$ cat src/logic/conv_seq_pkg.sv
//
// Purpose: Shared constants and types for the two-pass conversion sequencer
// Assumes: core_clk at 40 MHz
// Notes: Times are kept in ns and converted to whole cycles here
//
package conv_seq_pkg;

    // ****************************************
    // Clock and timing
    // ****************************************
    localparam int CLK_PERIOD_NS = 25;
    localparam int HOLD_DELAY_NS = 50;
    localparam int PHASE1_NS = 3350;
    localparam int SETTLE_NS = 200;
    localparam int PHASE2_NS = 1750;
    localparam int THROUGHPUT_SPS = 166000;
    // Least times round up
    localparam int HOLD_DELAY_CYC = (HOLD_DELAY_NS + CLK_PERIOD_NS - 1) / CLK_PERIOD_NS;
    localparam int PHASE1_CYC = (PHASE1_NS + CLK_PERIOD_NS - 1) / CLK_PERIOD_NS;
    localparam int SETTLE_CYC = (SETTLE_NS + CLK_PERIOD_NS - 1) / CLK_PERIOD_NS;
    localparam int PHASE2_CYC = (PHASE2_NS + CLK_PERIOD_NS - 1) / CLK_PERIOD_NS;
    localparam int FRAME_CYC = 1000000000 / (THROUGHPUT_SPS * CLK_PERIOD_NS);
    localparam int CNT_W = 8;

    // ****************************************
    // Data layout
    // ****************************************
    localparam int RES_W = 16;
    localparam int PASS_W = 9;
    localparam int DAC_ZERO_W = 7;
    localparam logic [RES_W-1:0] MIDSCALE = 16'h8000;
    localparam logic [PASS_W-1:0] RESIDUE_OFFSET = 9'h040;

    // ****************************************
    // Sequencer states
    // ****************************************
    typedef enum logic [2:0] {
        ST_IDLE = 3'b000,
        ST_APERTURE = 3'b001,
        ST_PHASE1 = 3'b010,
        ST_SETTLE = 3'b011,
        ST_PHASE2 = 3'b100,
        ST_CORRECT = 3'b101
    } seq_state_t;

endpackage : conv_seq_pkg

$ cat src/logic/result_if.sv
//
// Purpose: Carries corrected words from sequencer into the result buffer
// Assumes: Single clock domain
// Notes: Valid/ready handshake, word taken when both high
//
`timescale 1ns/10ps
`default_nettype none
interface result_if;
    logic valid;
    logic ready;
    logic [15:0] data;
    modport src (output valid, output data, input ready);
    modport dst (input valid, input data, output ready);
endinterface : result_if
`default_nettype wire

$ cat src/logic/result_buffer.sv
//
// Purpose: Two-entry buffer between correction logic and output latch
// Assumes: Synchronous active-low reset
// Notes: Output side drains whenever out_ready is high
//
`timescale 1ns/10ps
`default_nettype none
module result_buffer
    import conv_seq_pkg::*;
#(
    parameter int WIDTH = 16
)
(
    // Clock and reset
    input wire logic core_clk,
    input wire logic rst_n,
    // Fill side
    result_if.dst in_port,
    // Drain side
    output logic out_valid,
    output logic [WIDTH-1:0] out_data,
    input wire logic out_ready
);

    typedef struct packed {
        logic [1:0][WIDTH-1:0] mem;
        logic [1:0] count;
    } buf_state_t;

    buf_state_t s_q;
    buf_state_t s_d;
    logic push;
    logic pop;

    // ****************************************
    // Handshake
    // ****************************************
    assign in_port.ready = (s_q.count != 2'd2);
    assign out_valid = (s_q.count != 2'd0);
    assign out_data = s_q.mem[0];
    assign push = in_port.valid && in_port.ready;
    assign pop = out_valid && out_ready;

    // Shift out at head, write at tail; a simultaneous push and pop keeps the count
    always_comb
    begin
        s_d = s_q;
        if (pop)
        begin
            s_d.mem[0] = s_q.mem[1];
            s_d.count = s_q.count - 2'd1;
        end
        if (push)
        begin
            s_d.mem[s_d.count[0]] = in_port.data;
            s_d.count = s_d.count + 2'd1;
        end
    end

    always_ff @(posedge core_clk)
    begin
        if (!rst_n)
            s_q <= '0;
        else
            s_q <= s_d;
    end

endmodule : result_buffer
`default_nettype wire

$ cat src/logic/conv_seq.sv
//
// Purpose: Sequences one 16-bit two-pass conversion and holds its result
// Assumes: Inputs synchronous to core_clk, 40 MHz
// Notes: The analog flash converter sits outside; this drives its controls
//
// Overview of operation
// - Start on convert_start_n rising edge, enter hold
// - Hold 50 ns after edge, busy low
// - First phase lasts 3.35 us
// - First pass gives 9 MSBs to DAC
// - DAC low 7 bits held at zero
// - Second phase after settling, latch residue
// - Residue hold returns input to sampling
// - Correction merges both passes into 16 bits
// - Throughput 166 kSPS, host respects rate
// - Result in two's complement, midscale at ground
// - Busy low whole conversion, then high
//
`timescale 1ns/10ps
`default_nettype none
module conv_seq
    import conv_seq_pkg::*;
#(
    parameter int PASS_BITS = PASS_W
)
(
    // Clock and reset
    input wire logic core_clk,
    input wire logic rst_n,
    // Host control
    input wire logic convert_start_n,
    input wire logic chip_select_n,
    input wire logic read_n,
    output logic busy_n,
    output logic [RES_W-1:0] data_out,
    output logic data_oe,
    // Analog front end controls
    output logic input_hold,
    output logic residue_hold,
    output logic [RES_W-1:0] dac_code,
    output logic flash_sample,
    input wire logic [PASS_BITS-1:0] flash_code,
    // Status
    output logic overrun
);

    typedef struct packed {
        seq_state_t state;
        logic [CNT_W-1:0] cnt;
        logic [CNT_W-1:0] frame;
        logic start_prev;
        logic busy_n;
        logic input_hold;
        logic residue_hold;
        logic [PASS_BITS-1:0] coarse;
        logic [PASS_BITS-1:0] fine;
        logic [RES_W-1:0] word;
        logic word_valid;
        logic [RES_W-1:0] out_latch;
        logic overrun;
    } seq_t;

    seq_t s_q;
    seq_t s_d;
    logic start_edge;
    logic buf_valid;
    logic [RES_W-1:0] buf_data;
    logic host_read;
    logic [RES_W:0] merged;

    result_if res_bus ();

    // ****************************************
    // Result buffer
    // ****************************************
    // Buffer out_ready tied high: it pops every cycle it holds a word, and the output latch loads each one
    result_buffer #(.WIDTH(RES_W)) u_buf (
        .core_clk(core_clk),
        .rst_n(rst_n),
        .in_port(res_bus),
        .out_valid(buf_valid),
        .out_data(buf_data),
        .out_ready(1'b1)
    );

    assign res_bus.valid = s_q.word_valid;
    assign res_bus.data = s_q.word;
    assign start_edge = convert_start_n && !s_q.start_prev;
    assign host_read = !chip_select_n && !read_n;
    // Fine pass overlaps coarse by two bits; offset removed before merge
    assign merged = {1'b0, s_q.coarse, {DAC_ZERO_W{1'b0}}}
        + {{(RES_W+1-PASS_BITS){1'b0}}, s_q.fine}
        - {{(RES_W+1-PASS_BITS){1'b0}}, RESIDUE_OFFSET};

    // ****************************************
    // Sequencer
    // ****************************************
    always_comb
    begin
        s_d = s_q;
        s_d.start_prev = convert_start_n;
        // Word stays offered until the buffer takes it, so a stall drops nothing
        if (res_bus.ready)
            s_d.word_valid = 1'b0;
        if (s_q.frame != '0)
            s_d.frame = s_q.frame - 8'd1;
        if (s_q.cnt != '0)
            s_d.cnt = s_q.cnt - 8'd1;
        // Output latch loads from buffer head
        if (buf_valid)
            s_d.out_latch = buf_data;
        case (s_q.state)
            ST_IDLE:
            begin
                if (start_edge)
                begin
                    s_d.state = ST_APERTURE;
                    s_d.cnt = CNT_W'(HOLD_DELAY_CYC - 1);
                    s_d.frame = CNT_W'(FRAME_CYC - 1);
                    s_d.busy_n = 1'b0;
                    s_d.overrun = (s_q.frame != '0);
                end
            end
            ST_APERTURE:
            begin
                if (s_q.cnt == '0)
                begin
                    s_d.input_hold = 1'b1;
                    s_d.state = ST_PHASE1;
                    s_d.cnt = CNT_W'(PHASE1_CYC - HOLD_DELAY_CYC - 1);
                end
            end
            ST_PHASE1:
            begin
                if (s_q.cnt == '0)
                begin
                    s_d.coarse = flash_code;
                    s_d.state = ST_SETTLE;
                    s_d.cnt = CNT_W'(SETTLE_CYC - 1);
                end
            end
            ST_SETTLE:
            begin
                if (s_q.cnt == '0)
                begin
                    // Residue hold frees the input stage to track again
                    s_d.residue_hold = 1'b1;
                    s_d.input_hold = 1'b0;
                    s_d.state = ST_PHASE2;
                    s_d.cnt = CNT_W'(PHASE2_CYC - 1);
                end
            end
            ST_PHASE2:
            begin
                if (s_q.cnt == '0)
                begin
                    s_d.fine = flash_code;
                    s_d.residue_hold = 1'b0;
                    s_d.state = ST_CORRECT;
                end
            end
            ST_CORRECT:
            begin
                // Flip the MSB: offset-binary to two's complement
                s_d.word = merged[RES_W-1:0] ^ MIDSCALE;
                s_d.word_valid = 1'b1;
                s_d.state = ST_IDLE;
            end
            default:
            begin
                s_d.state = ST_IDLE;
            end
        endcase
        // Busy rises on the same edge that loads the word into the latch
        if (s_q.state == ST_IDLE && !s_q.busy_n && buf_valid && !start_edge)
            s_d.busy_n = 1'b1;
    end

    always_ff @(posedge core_clk)
    begin
        if (!rst_n)
        begin
            s_q <= '0;
            s_q.busy_n <= 1'b1;
            s_q.start_prev <= 1'b1;
        end
        else
            s_q <= s_d;
    end

    // ****************************************
    // Outputs
    // ****************************************
    assign busy_n = s_q.busy_n;
    assign data_out = s_q.out_latch;
    assign data_oe = host_read;
    assign input_hold = s_q.input_hold;
    assign residue_hold = s_q.residue_hold;
    assign dac_code = {s_q.coarse, {DAC_ZERO_W{1'b0}}};
    assign flash_sample = (s_q.state == ST_PHASE1 || s_q.state == ST_PHASE2) && s_q.cnt == '0;
    assign overrun = s_q.overrun;
endmodule : conv_seq
`default_nettype wire

$ cat config.mk
export PLATFORM = sky130hd
export DESIGN_NAME = conv_seq
export DESIGN_NICKNAME = d
export VERILOG_FILES = /design/src/logic/conv_seq_pkg.sv /design/src/logic/result_if.sv /design/src/logic/result_buffer.sv /design/src/logic/conv_seq.sv
export SDC_FILE = /design/constraint.sdc
export NUM_CORES = 1
export LEC_CHECK = 0
export BUFFER_PORTS_ARGS = -buffer_cell sky130_fd_sc_hd__buf_2
export CAP_MARGIN = 20
export CORE_ASPECT_RATIO = 1.5
export CORE_MARGIN = 4
export CORE_UTILIZATION = 31
export CTS_BUF_LIST = sky130_fd_sc_hd__clkbuf_8
export DETAILED_ROUTE_END_ITERATION = 8
export HOLD_SLACK_MARGIN = 0.08
export PLACE_DENSITY = 0.51
export SLEW_MARGIN = 20
export SYNTH_ARGS = -nofsm -noshare
export SYNTH_HDL_FRONTEND = slang
export SYNTH_SLANG_ARGS = --single-unit
$ cat constraint.sdc
create_clock -name core_clk -period 2.8 [get_ports core_clk]
set_input_delay 0.28 -clock core_clk [delete_from_list [all_inputs] [get_ports core_clk]]
set_output_delay 0.28 -clock core_clk [all_outputs]
set_load 0.02 [all_outputs]
**After elaboration in Yosys (flattened, before gate mapping)**

Cells that the tools add are included.

- Bitwise logic cells: 2
- $lt $le $gt $ge: 2
- $add $sub $neg: 6
- Reduce and logical (&&, ||, !) cells: 29
- Muxes and demuxes: 22
- Equal/unequal tests: 11

Operator list:

| operator | count |
|---|---|
| $mux 18 | 2 |
| $mux 11 | 3 |
| $bwmux 32 | 1 |
| $pmux 8 s4 | 1 |
| $mux 8 | 3 |
| $mux 19 | 1 |
| $add 16x9->16 | 1 |
| $demux 16 s1 | 1 |
| $mux 16 | 1 |
| $reduce_bool 8->1 | 2 |
| $sub 16x7->16 const B | 1 |
| $sub 8x1->8 const B | 2 |
| $pmux 3 s5 | 1 |
| $ne 2x2->1 const B | 6 |
| $logic_and 1x1->1 | 8 |
| $logic_not 8->1 | 1 |
| $reduce_bool 2->1 | 4 |
| $eq 3x2->1 const B | 2 |
| $eq 3x3->1 const B | 2 |
| $reduce_and 2->1 | 3 |
| $reduce_and 3->1 | 2 |
| $logic_not 1->1 | 5 |
| $reduce_and 5->1 | 1 |
| $mux 1 | 4 |
| other kinds (12) | 14 |

- Word-level logic and storage cells: 88
- Output and inout port bits: 38
- Input port bits: 14
- Bits in registers: 109

**Longest topological paths before layout**

- Word-level depth: 8
- Gate-level depth with buffers: 11
- Mapped depth without buffers: 11

**Cells and area by module**

From an unflattened synthesis, not the netlist that was laid out.

- Cell total of the unflattened synthesis: 582
- Area total of the unflattened synthesis: 5450.2 um2

By module, submodules not included:

| module | area an instance (um2) | times used | cells an instance |
|---|---|---|---|
| conv_seq | 3722.3 | 1 | 421 |
| result_buffer | 1727.9 | 1 | 161 |

**Least setup slack after synthesis**

OpenSTA, ideal clock, no wires.

- Path kind: reg-to-reg
- Start point: reg s_q, in the netlist dac_code[7]
- End point: reg s_q, in the netlist res_bus.data[15]
- Period minus slack after synthesis: 2.273 ns
- Data arrival time: 2.136 ns
- Required time: 2.663 ns
- Setup time: 0.137 ns
- Slack: 0.527 ns
- Stages on the path, launching flop included: 12
- Path through: dfxtp_1 > inv_1 > ha_1 > inv_1 > ha_1 > inv_1 > fa_1 > nor2b_1 > o31ai_1 > a2111oi_0 > or3_1 > a31oi_1

- Cells in the longest elaborated chain, start to end: 3

RTL lines:

| what | line | source |
|---|---|---|
| start: declaration | conv_seq.sv:63 | `seq_t s_q;` |
| $add 16x9->16 | conv_seq.sv:92 | `+ {{(RES_W+1-PASS_BITS){1'b0}}, s_q.fine}` |
| $sub 16x7->16 | conv_seq.sv:93 | `- {{(RES_W+1-PASS_BITS){1'b0}}, RESIDUE_OFFSET};` |
| $not 1->1 (no line) | -- |  |

Every way passes these cells.
A chain may end at the register's enable or synchronous reset.

**Worst setup path after layout**

Same ends and word-level chain as after synthesis.

==> results.sh <==
export IMPL_syn_area_mm2=0.004887
export IMPL_cp_max_fo=3
export IMPL_grtUsageMet3=0.03466
export IMPL_postRouteAntennaNets=0
export IMPL_port_buffers=44
export IMPL_slew_headroom=0.3422
export IMPL_grt_antenna_before_repair=0
export IMPL_crit_buf_inv=3
export IMPL_crit_family="compound AO/OA/AOI/OAI gates"
export IMPL_drtPass1Iterations=4
export IMPL_overflow=0
export IMPL_slowest_delay_ns=0.45
export IMPL_die_x_um=110.5
export IMPL_finClkSkew_ns=0.01065
export IMPL_synth_edff_count=0
export IMPL_synth_cell_types=48
export IMPL_end_kind="register"
export IMPL_worst_slew_pin_slew_ns=0.9868
export IMPL_wl_um=10400
export IMPL_setup_viol=0
export IMPL_grt_pass1_vias=3609
export IMPL_clock_sinks=109
export IMPL_p_leak_nw=2.072
export IMPL_die_y_um=161.8
export IMPL_busiest_layer="met2"
export IMPL_synth_top_cell_area_share=0.4465
export IMPL_cts_tree="done"
export IMPL_crit_chain="inv_1, ha_1, inv_1, ha_1, inv_1, fa_1, nor2b_1, o31ai_1, a2111oi_0, o21ai_0, a31oi_1"
export IMPL_fin_nets=625
export IMPL_ys_flop_type="dfxtp_1"
export IMPL_finalCritPeriodShare=0.9088
export IMPL_yosysSeqAreaShare=0.4465
export IMPL_num_rows=56
export IMPL_via_per_inst=4.724
export IMPL_synthArstFlopShare=0
export IMPL_synth_area_leader_cell="dfxtp_1"
export IMPL_fmax_ghz=0.3930
export IMPL_path_clk_slew_ns=0.10
export IMPL_setup_tns_ns=0
export IMPL_diodes=0
export IMPL_die_area_mm2=0.01788
export IMPL_yosys_warnings=0
export IMPL_cap_violations=0
export IMPL_dpl_cell_area_mm2=0.005079
export IMPL_status="completed"
export IMPL_grtUsageMet1=0.1446
export IMPL_reg2reg_depth=11
export IMPL_power_per_cell_area_mw_per_mm2=661.5
export IMPL_critPathLaunchType="register"
export IMPL_hold_viol=0
export IMPL_maxSlewViolCount=0
export IMPL_whs_path_depth=2
export IMPL_gr_usage_met2=0.2017
export IMPL_vias=3798
export IMPL_numCtsBuffers=9
export IMPL_core_area_mm2=0.01555
export IMPL_fin_area_mm2=0.005293
export IMPL_cts_buffer_depth=2
export IMPL_ys_seq_elements=109
export IMPL_period_minus_slack_ns=2.545
export IMPL_cts_setup_buffers=0
export IMPL_critical_path_cell_count=11
export IMPL_crit_path_frequent_cell="inv_1"
export IMPL_path_class="reg2reg"
export IMPL_grt_max_degree=57
export IMPL_instances_no_fill=804
export IMPL_root_buffer="clkbuf_8"
export IMPL_peakVddDrop_mv=0.5213
export IMPL_syn_avg_cell_area_um2=8.241
export IMPL_worstPathRequired_ns=3.10
export IMPL_place_congestion=0.7933
export IMPL_hold_path_class="in2reg"
export IMPL_cts_htree_levels=3
export IMPL_grt_usage=0.1182
export IMPL_drcViolationCount=0
export IMPL_detailed_place_hpwl_um=7459
export IMPL_wl_per_cell_um=12.93
export IMPL_power_mw=3.501
export IMPL_cp_slowest_cell="a2111oi_0"
export IMPL_grt_first_pass_wirelength_um=17570
export IMPL_place_inst=788
export IMPL_yosys_top_cells_area="dfxtp_1 45%, nand2_1 8.3%, a21oi_1 5.4%"
export IMPL_dr_first_iter_drc_count=109
export IMPL_io_pins=52
export IMPL_start_util=0.3142
export IMPL_drive_gt1_frac=0.1281
export IMPL_synth_cells=593
export IMPL_syn_to_final_growth_pct=8.295
export IMPL_rsz0062_at_grt="false"
export IMPL_clk_latency_ns=0.37
export IMPL_critPathArrivalTime_ns=2.84
-- power breakdown --
part,leakage (nW),internal (mW),switching [mW]
Combinational,1.08,0.325,0.426
Sequential,0.881,1.65,0.106
Clock,0.110,0.448,0.544
-- final cells by class --
class	instances	area [um2]
clock inverter	6	71.32
fill	1671	10260
inverter	28	107.6
multi-input combinational	397	2255
sequential	109	2182
tap	203	254.0
timing repair buffer	51	285.3
clock buffer	10	137.6
-- worst register-to-register path: cells and delay by family, from the launching register on --
| kind | cells | cell delay [ns] |
|---|---|---|
| fa+ha+maj | 3 | 0.83 |
| buf+inv | 3 | 0.17 |
| compound gates | 4 | 0.91 |
| simple gates | 1 | 0.20 |
| flops | 1 | 0.37 |
-- final timing paths --
check / from / end / slack [ns]
worst max-delay path: dac_code[7] / res_bus.data[15] / 0.26
worst min register to register: s_q[35] / res_bus.data[1] / 0.45
worst min-delay path: convert_start_n / s_q[55] / 0.11
worst max register to register: dac_code[7] / res_bus.data[15] / 0.26
-- stage by stage --
stage	util	hold slack, ns	worst slack (ns)
floorplan	-	0.3815	0.5271
global placement	0.3265	0.4374	0.3546
detailed placement	0.3265	0.4420	0.2610
CTS	0.3399	0.08117	0.06082
global route	0.3403	0.08936	0.01873
finish	0.3403	0.1075	0.2552
-- sequential cells by signal, indices dropped and copies added, names as in the netlist --
signal and flops:
res_bus.data 16, u_buf.s_q 18, overrun 1, u_buf.out_data 16
dac_code 9, res_bus.valid 1, busy_n 1, data_out 16
residue_hold 1, s_q 29, input_hold 1
-- cells in the final DEF, fill, tap and decap left out, drive strengths merged, types with 2 or more instances in the layout --
cell    instances
ha             14
o21ai          13
nor3           12
mux2i          26
nor4b           2
or3             6
nor2b           4
and3            2
or4             2
nor4            3
a31oi           7
a211oi          6
xnor2           5
o211ai          2
inv            31
a21oi          53
a311oi         16
o31ai           4
and2            6
buf            51
conb            7
clkbuf         10
nand2         108
a41oi           2
clkinv          2
nor2           65
o21a            6
nand3          11
nand2b          4
nor3b           2
dfxtp         109
-- cells by family after synthesis --
group                    after synthesis  share of synthesized area
AO/OA/AOI/OAI                        113                     0.1429
other                                  1                  0.0007673
buffers and inverters                 93                    0.09831
XOR/XNOR                               5                   0.008960
adder cells (fa/ha/maj)               15                    0.03994
flip-flops                           109                     0.4465
multiplexers                          26                    0.05325
AND/OR/NAND/NOR                      231                     0.2094
-- per-layer routing --
metal	up-vias	routed length (um)
met5	-	0
met4	0	74
met3	7	525
met2	70	5107
met1	1749	4692
li1	1972	-
-- synth_stat cells (all sizes together), types with 2 or more instances --
cell and number:
a211oi 6, a21oi 53, a311oi 16, a31oi 7, a41oi 2, and2 6
and3 2, buf 36, clkbuf 29, dfxtp 109, ha 14, inv 28
mux2i 26, nand2 108, nand2b 4, nand3 11, nor2 65, nor2b 4
nor3 12, nor3b 2, nor4 3, nor4b 2, o211ai 2, o21a 6
o21ai 13, o31ai 4, or3 6, or4 2, xnor2 5
-- what timing repair did --
item	CTS	global route
resized for setup	0	1
hold buffers	0	0
setup endpoints to repair	0	1
No activity file was read; power rests on OpenSTA's default activity.
